**config.mk**
```make
export PLATFORM = sky130hd
export DESIGN_NAME = link_status_regs
export DESIGN_NICKNAME = d
export VERILOG_FILES = /design/src/inc/link_status_pkg.sv /design/src/logic/link_status_regs.sv
export SDC_FILE = /design/constraint.sdc
export NUM_CORES = 1
export LEC_CHECK = 0
export ABC_AREA = 1
export BUFFER_PORTS_ARGS = -buffer_cell sky130_fd_sc_hd__buf_2
export CORE_ASPECT_RATIO = 0.5
export CORE_UTILIZATION = 50
export CTS_BUF_LIST = sky130_fd_sc_hd__clkbuf_4 sky130_fd_sc_hd__clkbuf_8
export CTS_CLUSTER_SIZE = 28
export DETAILED_ROUTE_END_ITERATION = 7
export PLACE_DENSITY_LB_ADDON = 0.08
export SLEW_MARGIN = 20
export SYNTH_ARGS = -nofsm -noshare
export SYNTH_HDL_FRONTEND = slang
export SYNTH_SLANG_ARGS = --single-unit
```
**constraint.sdc**
```tcl
create_clock -name mclk_in -period 10.65 [get_ports mclk_in]
set_input_delay 0 -clock mclk_in [delete_from_list [all_inputs] [get_ports mclk_in]]
set_output_delay 0 -clock mclk_in [all_outputs]
set_load 0.005 [all_outputs]
```
**src/inc/link_status_pkg.sv**
```systemverilog
package link_status_pkg;
    // register byte addresses
    localparam logic [7:0] ADDR_VC_STAT = 8'h00;
    localparam logic [7:0] ADDR_BCQ_STAT = 8'h04;
    localparam logic [7:0] ADDR_RETRY_CNT = 8'h08;
    localparam logic [7:0] ADDR_LANE_STAT = 8'h0C;
    localparam logic [7:0] ADDR_RXERR = 8'h10;
    localparam logic [7:0] ADDR_PRIO = 8'h14;
    localparam logic [7:0] ADDR_BW = 8'h18;
    localparam logic [7:0] ADDR_SLOTS = 8'h1C;
    localparam logic [7:0] ADDR_IDLE = 8'h20;
    localparam logic [7:0] ADDR_LANE_CTL = 8'h24;
    localparam logic [7:0] ADDR_SEED = 8'h28;
    localparam logic [7:0] ADDR_LANE_NUM = 8'h2C;
    // field layout
    localparam int VC_BITS = 4;
    localparam int VC_OVERUSE = 0;
    localparam int VC_UNDERUSE = 1;
    localparam int VC_CREDIT = 2;
    localparam int VC_OVERFLOW = 3;
    localparam int LANE_BITS = 8;
    localparam int BCQ_MISSED = 0;
    localparam int BCQ_SEQERR = 1;
    localparam int BCQ_CRC16 = 2;
    localparam int BCQ_CRC8 = 3;
    localparam int BCQ_RETRY_EMPTY = 4;
    localparam int BCQ_SYNC = 5;
    localparam int BCQ_BITS = 6;
    localparam int CTL_AUTO_POS = 4;
    localparam int CTL_INV_POS = 8;
    localparam int CTL_REQ_POS = 12;
    // widths
    localparam int CREDIT_W = 8;
    localparam int SEQ_W = 8;
    localparam int RXERR_W = 8;
    localparam int RETRY_W = 16;
    localparam int PRIO_W = 4;
    localparam int BW_W = 8;
    localparam int SLOT_W = 8;
    localparam int LNUM_W = 8;
    // reset values
    localparam logic [PRIO_W-1:0] PRIO_RESET = 4'hF;
    localparam logic [BW_W-1:0] BW0_RESET = 8'h0A;
    localparam logic [BW_W-1:0] BW_RESET = 8'h00;
    localparam logic [SLOT_W-1:0] SLOT_RESET = 8'hFF;
    localparam logic [3:0] REQ_LANES_RESET = 4'h1;
    localparam logic [31:0] SEED_RESET = 32'hFFFF_FFFF;
    localparam logic [CREDIT_W-1:0] CREDIT_MIN = 8'h00;
    localparam logic [CREDIT_W-1:0] CREDIT_MAX = 8'hFF;
    // timing
    localparam int CLK_MHZ = 100;
    localparam int IDLE_LIMIT_US = 1000;
    localparam int IDLE_CYCLES = IDLE_LIMIT_US * CLK_MHZ;

    typedef struct packed {
        logic [CREDIT_W-1:0] credit;
        logic far_space;
        logic write_when_full;
    } vc_report_type;

    typedef struct packed {
        logic active;
        logic signal_lost;
        logic rxerr_wrap;
        logic [RXERR_W-1:0] receive_error_count;
        logic standby_word;
        logic lost_word;
        logic remote_flush;
        logic timeout;
        logic polarity_inv;
    } lane_report_type;
endpackage : link_status_pkg

```
**src/logic/link_status_regs.sv**
```systemverilog
// Our own choices: the strobed register port and the placing of the registers.
`timescale 1ns/100ps
//
// Contract
// - status cleared on warm or cold reset
// - overuse flag when credit hits minimum
// - underuse flag after idle limit at maximum
// - per-channel far-end credit available indication
// - overflow flag when full buffer receives data
// - missed flag when sequence jumps by two
// - sequence error otherwise, except first value
// - flag on 16-bit frame check failure
// - flag on 8-bit check or sequence error
// - indicate retransmission buffer empty
// - per-lane active indication
// - signal lost flag while lane active
// - expose error count, overflow flag when active
// - standby, lost words, remote flush flags
// - per-lane connection timeout flag
// - per-lane inverted polarity flag
// - symbol alignment achieved flag
// - cold reset flushes and zeroes counters
// - cold reset loads default settings
// - warm reset zeroes credits, lane numbers, inversion
//
module link_status_regs
    import link_status_pkg::*;
#(
    parameter int NUM_VC = 4,
    parameter int NUM_LANE = 4,
    parameter logic [31:0] IDLE_LIMIT = IDLE_CYCLES
) (
    // clock and resets
    input wire logic mclk_in,
    input wire logic reset_in,
    input wire logic cold_reset_in,
    input wire logic warm_reset_in,
    // register port
    input wire logic [7:0] addr_in,
    input wire logic [31:0] wdata_in,
    input wire logic wr_in,
    input wire logic rd_in,
    output logic [31:0] rdata_out,
    // layer reports
    input wire vc_report_type [NUM_VC-1:0] vc_in,
    input wire logic [SEQ_W-1:0] bc_seq_in,
    input wire logic bc_seq_valid_in,
    input wire logic crc16_err_in,
    input wire logic crc8_seq_err_in,
    input wire logic retry_empty_in,
    input wire logic retry_start_in,
    input wire lane_report_type [NUM_LANE-1:0] lane_in,
    input wire logic symbol_sync_in,
    // reset effects
    output logic cold_clear_out,
    output logic credit_zero_out,
    output logic pll_reset_out,
    // settings
    output logic [NUM_VC*PRIO_W-1:0] priority_out,
    output logic [NUM_VC*BW_W-1:0] bandwidth_out,
    output logic [NUM_VC*SLOT_W-1:0] slots_out,
    output logic [NUM_LANE-1:0] start_mode_out,
    output logic [NUM_LANE-1:0] autostart_out,
    output logic [NUM_LANE-1:0] bit_invert_out,
    output logic [3:0] required_lanes_out,
    output logic [31:0] seed_out,
    output logic [LNUM_W-1:0] dist_lane_out,
    output logic [LNUM_W-1:0] conc_lane_out
);
    localparam int VCW = NUM_VC * VC_BITS;
    localparam int LNW = NUM_LANE * LANE_BITS;

    wire any_reset = cold_reset_in | warm_reset_in;
    wire status_clr = any_reset;

    // address decode
    wire wr_vc = wr_in && addr_in == ADDR_VC_STAT;
    wire wr_bcq = wr_in && addr_in == ADDR_BCQ_STAT;
    wire wr_lane = wr_in && addr_in == ADDR_LANE_STAT;
    wire wr_prio = wr_in && addr_in == ADDR_PRIO;
    wire wr_bw = wr_in && addr_in == ADDR_BW;
    wire wr_slots = wr_in && addr_in == ADDR_SLOTS;
    wire wr_idle = wr_in && addr_in == ADDR_IDLE;
    wire wr_ctl = wr_in && addr_in == ADDR_LANE_CTL;
    wire wr_seed = wr_in && addr_in == ADDR_SEED;
    wire wr_lnum = wr_in && addr_in == ADDR_LANE_NUM;

    logic [VCW-1:0] vc_q;
    logic [VCW-1:0] vc_set;
    logic [VCW-1:0] vc_sticky;
    logic [VCW-1:0] vc_view;
    logic [BCQ_BITS-1:0] bcq_q;
    logic [BCQ_BITS-1:0] bcq_set;
    logic [BCQ_BITS-1:0] bcq_view;
    logic [LNW-1:0] lane_q;
    logic [LNW-1:0] lane_set;
    logic [LNW-1:0] lane_sticky;
    logic [LNW-1:0] lane_view;
    logic [NUM_LANE*RXERR_W-1:0] rxerr_view;
    logic [RETRY_W-1:0] retry_cnt_q;
    logic [SEQ_W-1:0] bc_last_q;
    logic bc_first_q;
    logic [31:0] idle_limit_q;
    logic [31:0] lane_ctl_view;

    // per channel flags
    genvar gi;
    generate
        for (gi = 0; gi < NUM_VC; gi++) begin : g_vc
            logic [31:0] idle_cnt_q;
            wire at_max = vc_in[gi].credit == CREDIT_MAX;
            wire idle_done = at_max && idle_cnt_q >= idle_limit_q;
            always_ff @(posedge mclk_in or posedge reset_in) begin
                if (reset_in) begin
                    idle_cnt_q <= '0;
                end else if (status_clr || !at_max) begin
                    idle_cnt_q <= '0;
                end else if (!idle_done) begin
                    idle_cnt_q <= idle_cnt_q + 32'h0000_0001;
                end
            end
            assign vc_set[gi*VC_BITS+VC_OVERUSE] =
                vc_in[gi].credit == CREDIT_MIN;
            assign vc_set[gi*VC_BITS+VC_UNDERUSE] = idle_done;
            assign vc_set[gi*VC_BITS+VC_CREDIT] = vc_in[gi].far_space;
            assign vc_set[gi*VC_BITS+VC_OVERFLOW] =
                vc_in[gi].write_when_full;
            // credit is a live level, the rest are sticky
            assign vc_sticky[gi*VC_BITS+:VC_BITS] = 4'hB;
        end
        for (gi = 0; gi < NUM_LANE; gi++) begin : g_lane
            wire act = lane_in[gi].active;
            assign lane_set[gi*LANE_BITS+:LANE_BITS] = {
                lane_in[gi].polarity_inv,
                lane_in[gi].remote_flush,
                lane_in[gi].lost_word,
                lane_in[gi].timeout,
                lane_in[gi].standby_word,
                lane_in[gi].rxerr_wrap && act,
                lane_in[gi].signal_lost && act,
                act
            };
            // active is a live level
            assign lane_sticky[gi*LANE_BITS+:LANE_BITS] = 8'hFE;
            assign rxerr_view[gi*RXERR_W+:RXERR_W] =
                lane_in[gi].receive_error_count;
        end
    endgenerate

    // broadcast sequence check
    wire [SEQ_W-1:0] bc_diff = bc_seq_in - bc_last_q;
    wire bc_missed = bc_seq_valid_in && bc_diff == 8'h02;
    wire bc_bad = bc_seq_valid_in && !bc_first_q && bc_diff != 8'h00
        && bc_diff != 8'h01 && bc_diff != 8'h02;

    assign bcq_set = {
        symbol_sync_in,
        retry_empty_in,
        crc8_seq_err_in,
        crc16_err_in,
        bc_bad,
        bc_missed
    };

    // sticky flags: set wins over a write-one clear
    always_ff @(posedge mclk_in or posedge reset_in) begin
        if (reset_in) begin
            vc_q <= '0;
            bcq_q <= '0;
            lane_q <= '0;
        end else if (status_clr) begin
            vc_q <= '0;
            bcq_q <= '0;
            lane_q <= '0;
        end else begin
            vc_q <= (vc_q & ~(wr_vc ? wdata_in[VCW-1:0] : '0)) | vc_set;
            bcq_q <= (bcq_q & ~(wr_bcq ? wdata_in[BCQ_BITS-1:0] : '0)) | bcq_set;
            lane_q <= (lane_q & ~(wr_lane ? wdata_in[LNW-1:0] : '0)) | lane_set;
        end
    end

    assign vc_view = (vc_q & vc_sticky) | (vc_set & ~vc_sticky);
    assign lane_view = (lane_q & lane_sticky) | (lane_set & ~lane_sticky);
    assign bcq_view = {bcq_q[BCQ_SYNC], retry_empty_in, bcq_q[BCQ_CRC8:0]};

    always_ff @(posedge mclk_in or posedge reset_in) begin
        if (reset_in) begin
            retry_cnt_q <= '0;
        end else if (status_clr) begin
            retry_cnt_q <= '0;
        end else if (retry_start_in) begin
            retry_cnt_q <= retry_cnt_q + 16'h0001;
        end
    end

    // last sequence survives warm reset; first-value guard only re-arms on cold
    always_ff @(posedge mclk_in or posedge reset_in) begin
        if (reset_in) begin
            bc_last_q <= '0;
            bc_first_q <= 1'b1;
        end else if (cold_reset_in) begin
            bc_last_q <= '0;
            bc_first_q <= 1'b1;
        end else if (bc_seq_valid_in) begin
            bc_last_q <= bc_seq_in;
            bc_first_q <= 1'b0;
        end
    end

    // reset side effects, one cycle pulses
    always_ff @(posedge mclk_in or posedge reset_in) begin
        if (reset_in) begin
            cold_clear_out <= 1'b1;
            credit_zero_out <= 1'b1;
            pll_reset_out <= 1'b1;
        end else begin
            cold_clear_out <= cold_reset_in;
            credit_zero_out <= any_reset;
            pll_reset_out <= any_reset;
        end
    end

    // settings kept through warm reset
    generate
        for (gi = 0; gi < NUM_VC; gi++) begin : g_cfg
            localparam logic [BW_W-1:0] BW_INIT = gi == 0 ? BW0_RESET : BW_RESET;
            always_ff @(posedge mclk_in or posedge reset_in) begin
                if (reset_in) begin
                    priority_out[gi*PRIO_W+:PRIO_W] <= PRIO_RESET;
                    bandwidth_out[gi*BW_W+:BW_W] <= BW_INIT;
                    slots_out[gi*SLOT_W+:SLOT_W] <= SLOT_RESET;
                end else if (cold_reset_in) begin
                    priority_out[gi*PRIO_W+:PRIO_W] <= PRIO_RESET;
                    bandwidth_out[gi*BW_W+:BW_W] <= BW_INIT;
                    slots_out[gi*SLOT_W+:SLOT_W] <= SLOT_RESET;
                end else begin
                    if (wr_prio) begin
                        priority_out[gi*PRIO_W+:PRIO_W] <= wdata_in[gi*PRIO_W+:PRIO_W];
                    end
                    if (wr_bw) begin
                        bandwidth_out[gi*BW_W+:BW_W] <= wdata_in[gi*BW_W+:BW_W];
                    end
                    if (wr_slots) begin
                        slots_out[gi*SLOT_W+:SLOT_W] <= wdata_in[gi*SLOT_W+:SLOT_W];
                    end
                end
            end
        end
    endgenerate

    always_ff @(posedge mclk_in or posedge reset_in) begin
        if (reset_in) begin
            idle_limit_q <= IDLE_LIMIT;
            required_lanes_out <= REQ_LANES_RESET;
            seed_out <= SEED_RESET;
            start_mode_out <= '0;
            autostart_out <= '1;
        end else if (cold_reset_in) begin
            idle_limit_q <= IDLE_LIMIT;
            required_lanes_out <= REQ_LANES_RESET;
            seed_out <= SEED_RESET;
            start_mode_out <= '0;
            autostart_out <= '1;
        end else begin
            if (wr_idle) begin
                idle_limit_q <= wdata_in;
            end
            if (wr_seed) begin
                seed_out <= wdata_in;
            end
            if (wr_ctl) begin
                start_mode_out <= wdata_in[NUM_LANE-1:0];
                autostart_out <= wdata_in[CTL_AUTO_POS+:NUM_LANE];
                required_lanes_out <= wdata_in[CTL_REQ_POS+:4];
            end
        end
    end

    // cleared by both resets
    always_ff @(posedge mclk_in or posedge reset_in) begin
        if (reset_in) begin
            bit_invert_out <= '0;
            dist_lane_out <= '0;
            conc_lane_out <= '0;
        end else if (any_reset) begin
            bit_invert_out <= '0;
            dist_lane_out <= '0;
            conc_lane_out <= '0;
        end else begin
            if (wr_ctl) begin
                bit_invert_out <= wdata_in[CTL_INV_POS+:NUM_LANE];
            end
            if (wr_lnum) begin
                dist_lane_out <= wdata_in[LNUM_W-1:0];
                conc_lane_out <= wdata_in[LNUM_W+:LNUM_W];
            end
        end
    end

    // read mux
    assign lane_ctl_view = 32'({required_lanes_out, 4'h0,
        (4)'(bit_invert_out), (4)'(autostart_out), (4)'(start_mode_out)});

    logic [31:0] rd_mux;
    always_comb begin
        unique case (addr_in)
            ADDR_VC_STAT: rd_mux = 32'(vc_view);
            ADDR_BCQ_STAT: rd_mux = 32'(bcq_view);
            ADDR_RETRY_CNT: rd_mux = 32'(retry_cnt_q);
            ADDR_LANE_STAT: rd_mux = 32'(lane_view);
            ADDR_RXERR: rd_mux = 32'(rxerr_view);
            ADDR_PRIO: rd_mux = 32'(priority_out);
            ADDR_BW: rd_mux = 32'(bandwidth_out);
            ADDR_SLOTS: rd_mux = 32'(slots_out);
            ADDR_IDLE: rd_mux = idle_limit_q;
            ADDR_LANE_CTL: rd_mux = lane_ctl_view;
            ADDR_SEED: rd_mux = seed_out;
            ADDR_LANE_NUM: rd_mux = 32'({conc_lane_out, dist_lane_out});
            default: rd_mux = '0;
        endcase
    end

    // data only in the cycle after the strobe
    always_ff @(posedge mclk_in or posedge reset_in) begin
        if (reset_in) begin
            rdata_out <= '0;
        end else begin
            rdata_out <= rd_in ? rd_mux : '0;
        end
    end
endmodule : link_status_regs

```
# Word-level counts from Yosys, hierarchy flattened
# Index checks and enable logic that the tools add are counted.
classes:
  add_sub_neg: 6
  n_mux: 62
  n_bitwise: 12
  reduce_logical: 52
  n_eq_ne: 22
  n_lt_le_gt_ge: 4
ops:
  columns: ["cell", "n"]
  rows:
  - ["32-bit 2-to-1 mux", 15]
  - ["32-bit case mux with 12 select lines", 1]
  - ["8-bit 2-to-1 mux", 22]
  - ["32-bit by 1-bit adder with 32-bit output (second input constant)", 4]
  - ["32-bit greater-or-equal comparator", 4]
  - ["16-bit 2-to-1 mux", 4]
  - ["4-bit 2-to-1 mux", 16]
  - ["8-bit zero test", 5]
  - ["32-bit bitwise AND", 1]
  - ["8-bit by 5-bit == test with 1-bit output (second input constant)", 4]
  - ["8-bit by 6-bit == test with 1-bit output (second input constant)", 4]
  - ["8-bit == test (second input constant)", 4]
  - ["32-bit NOT", 1]
  - ["32-bit by 25-bit OR with 32-bit output", 1]
  - ["32-bit OR", 1]
  - ["1-bit logical AND", 27]
  - ["2-bit nonzero test", 10]
  - ["16-bit by 1-bit adder with 16-bit output (second input constant)", 1]
  - ["16-bit bitwise AND", 1]
  - ["8-bit by 4-bit == test with 1-bit output (second input constant)", 2]
  - ["16-bit NOT", 1]
  - ["16-bit by 15-bit OR with 16-bit output", 1]
  - ["16-bit OR", 1]
  - ["6-bit 2-to-1 mux", 2]
  - ["14 further kinds", 25]
totals:
  in_bits: 164
  wordCells: 191
  out_inout_bits: 179
  register_bits: 417

# Logic depth before layout (Yosys ltp)
# Gate-level depths: netlist of the first run.
logic_depth:
  depth_word: 7
  depth_mapped: 18
  ltp_nobuf: 17

# Least setup slack after synthesis of the first run
# No wires, ideal clock.
synth_timing:
  kind: "register to register"
  startpoint: "register idle_limit_q[15]"
  endpoint: "register g_vc[0].idle_cnt_q[10]"
  arrival_time_ns: 2.093
  synth_period_minus_slack_ns: 2.207
  setup_time_ns: 0.114
  path_stages_with_launch: 13
  path_buffers: 1
  t_required_ns: 10.536
  slack_ns: 8.443
  cell_sequence: "dfstp_2 inv_1 ha_1 a21o_1 nor2_1 nand3_1 nor2_1 nor2_1 nor2_1 clkbuf_1 nand4_1 nand2_1 nor2_1"
synth_via:
  elab_chain_cells: 3
synth_rtl:
  columns: ["item", "line", "text"]
  rows:
  - ["from (decl)", "link_status_regs.sv:103", "logic [31:0] idle_limit_q;"]
  - ["from (signal assigned)", "link_status_regs.sv:266", "idle_limit_q <= wdata_in;"]
  - ["32-bit greater-or-equal comparator", "link_status_regs.sv:112", "wire idle_done = at_max && idle_cnt_q >= idle_limit_q;"]
  - ["1-bit logical AND", "link_status_regs.sv:112", null]
  - ["2-bit by 1-bit != test with 1-bit output (no source line)", null, null]
  - ["to (signal assigned)", "link_status_regs.sv:119", "idle_cnt_q <= idle_cnt_q + 32'h0000_0001;"]
  - ["to (decl)", "link_status_regs.sv:110", "logic [31:0] idle_cnt_q;"]
# No other way between the ends.
# A chain may end at the register's enable or synchronous reset.

# Final worst setup path of the first run
layout_timing:
  startpoint: "input port addr_in[5]"
  endpoint: "register lane_q[10]"
layout_via:
  elab_chain_cells: 7
layout_rtl:
  columns: ["item", "line", "text"]
  rows:
  - ["from (decl)", "link_status_regs.sv:39", "input wire logic [7:0] addr_in,"]
  - ["8-bit by 4-bit == test with 1-bit output", "link_status_regs.sv:79", "wire wr_lane = wr_in && addr_in == ADDR_LANE_STAT;"]
  - ["1-bit logical AND", "link_status_regs.sv:79", null]
  - ["32-bit 2-to-1 mux", "link_status_regs.sv:178", "lane_q <= (lane_q & ~(wr_lane ? wdata_in[LNW-1:0] : '0)) | lane_set;"]
  - ["32-bit NOT", "link_status_regs.sv:178", null]
  - ["32-bit bitwise AND", "link_status_regs.sv:178", null]
  - ["32-bit OR", "link_status_regs.sv:178", null]
  - ["32-bit 2-to-1 mux", "link_status_regs.sv:171", "end else if (status_clr) begin"]
  - ["to (signal assigned)", "link_status_regs.sv:178", null]
  - ["to (decl)", "link_status_regs.sv:95", "logic [LNW-1:0] lane_q;"]
# No other way between the ends.

==> reports/qor.yml, run 1 <==
synth:
  synth-edff-count: 0
  synth_top_flop_cell: "dfrtp_1"
  synth.most_common_cell: "nand2_1"
  yosys-top-cells-count: "794 x nand2_1, 471 x inv_1, 370 x nor2_1, 312 x dfrtp_1, 238 x a21oi_1"
  synth_area_leaders: "dfrtp_1 32%, nand2_1 12%, dfstp_2 10%"
  syn_area_per_cell_sq_um: 7.42
  synth_top_area_cell: "dfrtp_1"
  synth_nets: 3564
  yosysSeqAreaShare_pct: 42.7
  synth_top_area_share_pct: 32.3
  syn_inst: 3258
  synth-seq-cells: 408
  ys_types: 50
  synthArstFlopShare_pct: 100
  synth_area_sq_um: 24200
  ys_warn_count: 0
clocking:
  cts-resized-gates: 0
  post_cts_buffers: 0
  h-tree-depth: 2
  cts_tree: "yes"
  clk_latency_ns: 0.72
  clock_path_buffers: 3
  cts-hold-fix-buffers: 216
  cts.sink_count: 408
  cts_buffers: 60
  clk_pin_slew_ns: 0.08
  cts.root.buffer_cell: "clkbuf_8"
cells_and_area:
  fin_area_sq_um: 30000
  instances_no_fill: 4494
  fin_nets: 4110
  layout-drive-gt1-share_pct: 16.0
  area_delta_synth_final_pct: 24.0
worst_setup_path:
  path_class: "input pin to register"
  r2r_start: "idle_limit_q[15]"
  rrSetupSlack_ns: 7.15
  crit_fanout: 46
  cp_data_arrival_time_ns: 4.35
  reg2reg_depth: 16
  crit_path_start_kind: "input pin"
  required_ns: 11.25
  end_kind: "register"
  r2r_end: "g_vc[1].idle_cnt_q[26]"
sta:
  min_period_ns: 3.75
  setup_viol: 0
  fin_crit_sh_pct: 35.2
  max_slew_margin_pct: 21.4
  grt_setup_unrepaired: "false"
  setup_tns_ns: 0
  max_freq_mhz: 267
  hold_viol: 0
  clock_skew_ns: 0.0725
  drv_slew: 0
  worstMarginPinSlew_ns: 1.18
hold_path:
  hold_path_class: "input pin to register"
  holdPathEnd: "rdata_out[18]"
  hp-start: "addr_in[4]"
  holdPathStages: 5
placed_design:
  dp_hpwl_um: 64200
  dpl_cell_area_sq_um: 26400
  place_congestion: 0.962
  dp_cells: 4164
  port_buffers: 342
route:
  first_pass_iters: 6
  postRouteWirelength_um: 91500
  ant_nets: 0
  met1_length_um: 38300
  num_vias: 25300
  drt_iter0_drc: 2587
  met2_length_um: 40200
  wl_per_cell_um: 20.4
  vias_per_cell: 5.62
  top_layer: "met5"
  wl_met3_um: 9040
  drc: 0
floorplanning:
  io_pins: 343
  initial_core_util_pct: 51.1
  rows: 56
  dieArea_sq_um: 49300
  core-area_sq_um: 47300
  die_w_um: 313
  die_h_um: 157
global_route:
  grt-ovfl-total: 0
  grt_pass1_wl_um: 138000
  grt_pass1_vias: 23800
  grt_max_degree: 72
  antenna_found_initial: 2
  grt_use_total_pct: 36.7
power_and_ir_drop:
  finalPower_mw: 3.60
  p_per_area_nw_per_um2: 120
  p_leak_nw: 14.6
  ir_drop_uv: 88.6
run:
  cap_violations: 0
run_status:
  outcome: "finished, final reports clean"
flip-flops by register name, indices dropped and copies added, names as in the netlist, 4 cells and up:
name / count
autostart_out: 4
idle_limit_q: 32
required_lanes_out: 4
dist_lane_out: 8
lane_q: 28
bandwidth_out: 32
rdata_out: 32
g_vc.idle_cnt_q: 128
conc_lane_out: 8
seed_out: 32
start_mode_out: 4
bc_last_q: 8
priority_out: 16
vc_q: 12
retry_cnt_q: 16
bcq_q: 5
bit_invert_out: 4
slots_out: 32
worst max path at each step:
stage                      from  cells past startpoint                     end
2_1_floorplan          reset_in                      1        bandwidth_out[0]
3_3_place_gp   idle_limit_q[15]                     14  g_vc[1].idle_cnt_q[26]
3_5_place_dp         addr_in[6]                      9               lane_q[9]
4_1_cts              addr_in[5]                      9               lane_q[9]
5_1_grt              addr_in[5]                      9              lane_q[10]
6_report             addr_in[5]                      9              lane_q[10]
critical path, cell delays in order:
cell           delay, ns
dlygate4sd3_1       0.53
buf_2               0.15
nor3_1              0.66
nand2_1             0.29
inv_2               0.83
nand2_1             0.73
o21ai_0             0.44
a21oi_1             0.10
dlygate4sd3_1       0.59
per-stage QoR:
| step | hold WS, ns | utilization (%) | setup WS, ns |
|---|---|---|---|
| CTS | 0.0165 | 63.4 | 7.10 |
| finish | 0.0832 | 63.4 | 6.90 |
| global placement | 0.214 | 55.9 | 7.35 |
| detailed placement | 0.226 | 55.9 | 7.28 |
| floorplan | 0.00448 | - | 5.23 |
| global route | 0.0698 | 63.4 | 6.83 |
layout make-up:
cell class	count	area, sq um
fill	4292	17300
clock inverter	9	106
timing repair buffer	581	4050
antenna	1	2.50
clock buffer	104	1280
sequential	408	10300
multi-input combinational	2270	11600
tap	638	798
inverter	483	1820
cells by family after synthesis:
| group | Yosys count | share of synthesized area [%] |
|---|---|---|
| AO/OA/AOI/OAI | 598 | 13.6 |
| XOR/XNOR | 13 | 0.471 |
| adder cells (fa/ha/maj) | 142 | 7.38 |
| buffers and inverters | 580 | 9.45 |
| flip-flops | 408 | 42.7 |
| AND/OR/NAND/NOR | 1517 | 26.4 |
placed cells by master, fill, tap and decap left out, types with 10 or more instances in the layout:
cell type,n
o21a_1,10
ha_1,141
nor4_1,14
a211oi_1,17
o21ai_1,30
inv_1,469
dfstp_2,96
buf_4,23
clkbuf_8,80
nand3_1,167
o22ai_1,25
nand2_1,794
dfrtp_1,312
nand4_1,86
o21ai_0,220
nor2_1,369
nor3_1,53
buf_2,342
dlygate4sd3_1,216
a21oi_1,237
clkbuf_4,24
power breakdown:
| part | internal, mW | switching (mW) |
|---|---|---|
| Sequential | 1.63 | 0.0469 |
| Combinational | 0.163 | 0.275 |
| Clock | 0.787 | 0.704 |
| Total | 2.58 | 1.03 |
layer usage:
metal  up-vias  GRT usage, %
li1      11700             -
met1     12000          49.0
met2      1247          56.4
met3       281          9.59
met4         2          16.1
met5         -             0
Note: power is estimated with default switching activity, not from simulation.
==> run 2, diff against run 1 <==
- clock period: 10.65 -> 3.8 ns (I/O delays scaled with it)
==> run 2 against run 1 <==
Power increased to 2.8 times the previous value. Register-to-register slack got worse by 6.6 ns. Critical path type unchanged. Die area did not move. Critical endpoint is now rdata_out[6]. Design area up 0.97%. Clock power grew to 2.9 times the previous value. Clock skew fell by 0.029 ns. Core utilization increased by 0.62 points. Cell count increased by 0.62%. Hold slack worse by 0.0071 ns.
==> reports/qor.yml, run 2 (synthesis results as in run 1) <==
clocking:
  clk_latency_ns: 0.70
  clk_pin_slew_ns: 0.08
  cts.sink_count: 408
  cts_tree: "yes"
  cts.root.buffer_cell: "clkbuf_8"
  post_cts_buffers: 0
  clock_path_buffers: 3
  cts_buffers: 61
  h-tree-depth: 2
run_status:
  outcome: "finished, final reports clean"
worst_setup_path:
  path_class: "input pin to register"
  crit_fanout: 28
  cp_slowest_cell: "nor3_2"
  crit_path_start_kind: "input pin"
  slowest_delay_ns: 0.67
  rrSetupSlack_ns: 0.59
  cp_top_family: "buffers and inverters"
  path_buf_inv: 8
  r2r_end: "g_vc[1].idle_cnt_q[26]"
  required_ns: 4.45
  cp_data_arrival_time_ns: 4.32
  end_kind: "register"
  reg2reg_depth: 14
  r2r_start: "idle_limit_q[15]"
  cp_cell_sequence: "dlygate4sd3_1 -> buf_2 -> inv_1 -> nor3_2 -> nand2_1 -> inv_2 -> buf_4 -> nand2_1 -> o21ai_0 -> a21oi_1 -> nand3_1 -> dlygate4sd3_1 -> nand2_1 -> dlygate4sd3_1 -> inv_1"
cells_and_area:
  fin_area_sq_um: 30300
  fin_nets: 4133
  fillers: 4227
  largest_reg_flops: 128
  top_register: "g_vc.idle_cnt_q"
  final_common_cell: "nand2_1"
  final_cell_mix: "794 x nand2_1, 469 x inv_1, 369 x nor2_1, 342 x buf_2, 312 x dfrtp_1"
  area_delta_synth_final_pct: 25.2
  layout-drive-gt1-share_pct: 16.7
global_route:
  grt_use_met1_pct: 50.2
  grt-ovfl-total: 0
  grt_pass1_vias: 24000
  antenna_found_initial: 5
  grt_max_degree: 149
  grt_use_total_pct: 37.0
  grt_pass1_wl_um: 139000
  busiest_layer: "met2"
  globalRouteMet2Util_pct: 57.4
  use_met3_pct: 8.50
run:
  cap_violations: 0
sta:
  hold_viol: 0
  setup_viol: 0
  min_period_ns: 3.67
  fin_crit_sh_pct: 96.6
  max_slew_margin_pct: 25.5
  worstMarginPinSlew_ns: 1.11
  drv_slew: 0
  setup_tns_ns: 0
  max_freq_mhz: 272
  grt_setup_unrepaired: "false"
  clock_skew_ns: 0.0432
power_and_ir_drop:
  clkPwrFrac_pct: 42.2
  p_seq_share_pct: 45.8
  p_int_mw: 7.40
  p_sw_share_pct: 27.7
  power_frac_comb_pct: 12.0
  p_per_area_nw_per_um2: 338
  ir_drop_uv: 288
  p_switching_mw: 2.83
  p_leak_nw: 14.7
placed_design:
  place_congestion: 0.963
  dp_hpwl_um: 65400
  dpl_cell_area_sq_um: 26700
  port_buffers: 342
hold_path:
  hp-start: "vc_in[19]"
  holdPathStages: 5
  hold_path_class: "input pin to register"
  holdPathEnd: "g_vc[1].idle_cnt_q[20]"
floorplanning:
  initial_core_util_pct: 51.1
  dieArea_sq_um: 49300
  die_w_um: 313
  io_pins: 343
  core-area_sq_um: 47300
  die_h_um: 157
  rows: 56
route:
  first_pass_iters: 6
  drc: 0
  num_vias: 25300
  wl_per_cell_um: 20.3
  postRouteWirelength_um: 92000
  ant_nets: 0
  drt_iter0_drc: 2718
  vias_per_cell: 5.59
## run 2: cell count changes in the layout (fill, tap and decap cells not counted), moves of 2 or more
cell / change
inv_16: -2
clkbuf_4: -2
dlygate4sd3_1: -5
buf_12: +4
clkbuf_8: +3
buf_4: +23
bufinv_16: +2
diode_2: +4
## run 2: area by class of cell
cell class / count / area [sq um] / share of cell area, %
antenna: 5 / 12.5 / 0.0413
clock buffer: 105 / 1310 / 4.32
clock inverter: 10 / 148 / 0.488
inverter: 483 / 1820 / 6.01
multi-input combinational: 2270 / 11600 / 38.3
sequential: 408 / 10300 / 34.1
tap: 638 / 798 / 2.64
timing repair buffer: 603 / 4250 / 14.0
## run 2: worst max-delay path by stage
stage | startpoint | end | slack, ns | cells past startpoint
after floorplan | reset_in | bandwidth_out[0] | -1.62 | 1
after global placement | idle_limit_q[15] | g_vc[1].idle_cnt_q[26] | 0.66 | 14
after detailed placement | idle_limit_q[15] | g_vc[1].idle_cnt_q[20] | 0.64 | 16
after CTS | addr_in[2] | rdata_out[6] | 0.40 | 15
after global routing | addr_in[2] | rdata_out[6] | 0.07 | 15
final | addr_in[2] | rdata_out[6] | 0.13 | 15
## run 2: power groups by stage
stage	logic (mW)	clock network, mW	registers [mW]
after global routing	1.35	4.54	4.70
after floorplan	0.553	0	4.74
final	1.23	4.32	4.69
after CTS	1.20	4.35	4.68
after global placement	1.03	0	4.76
after detailed placement	1.05	0	4.76
## run 2: repair_timing
action,4_1_cts,5_1_grt
hold buffers,211,0
hold endpoints to repair,662,0
resized for setup,0,0
## run 2: per-stage QoR
step	total power, mW	hold slack [ns]	cells	setup WS, ns	utilization, %
after global placement	5.79	0.00105	4191	0.664	56.4
after global routing	10.6	0.0839	4518	0.0661	64.0
after CTS	10.2	0.0457	4517	0.399	64.0
final	10.2	0.0761	4522	0.130	64.0
after floorplan	5.29	0.00448	3258	-1.62	-
after detailed placement	5.81	0.00355	4191	0.637	56.4
## run 2: routing by layer
metal  up-vias  routed length (um)
met2      1244               40600
li1      11800                   -
met4         0                3620
met5         -                   0
met3       256                9030
met1     12000               38800
## run 2: worst register-to-register path, delay by kind of cell (launching register included)
kind	cells	cell delay (ns)
compound gates	1	0.12
simple gates	9	1.69
fa+ha+maj	1	0.33
buf+inv	3	0.44
flops	1	0.54
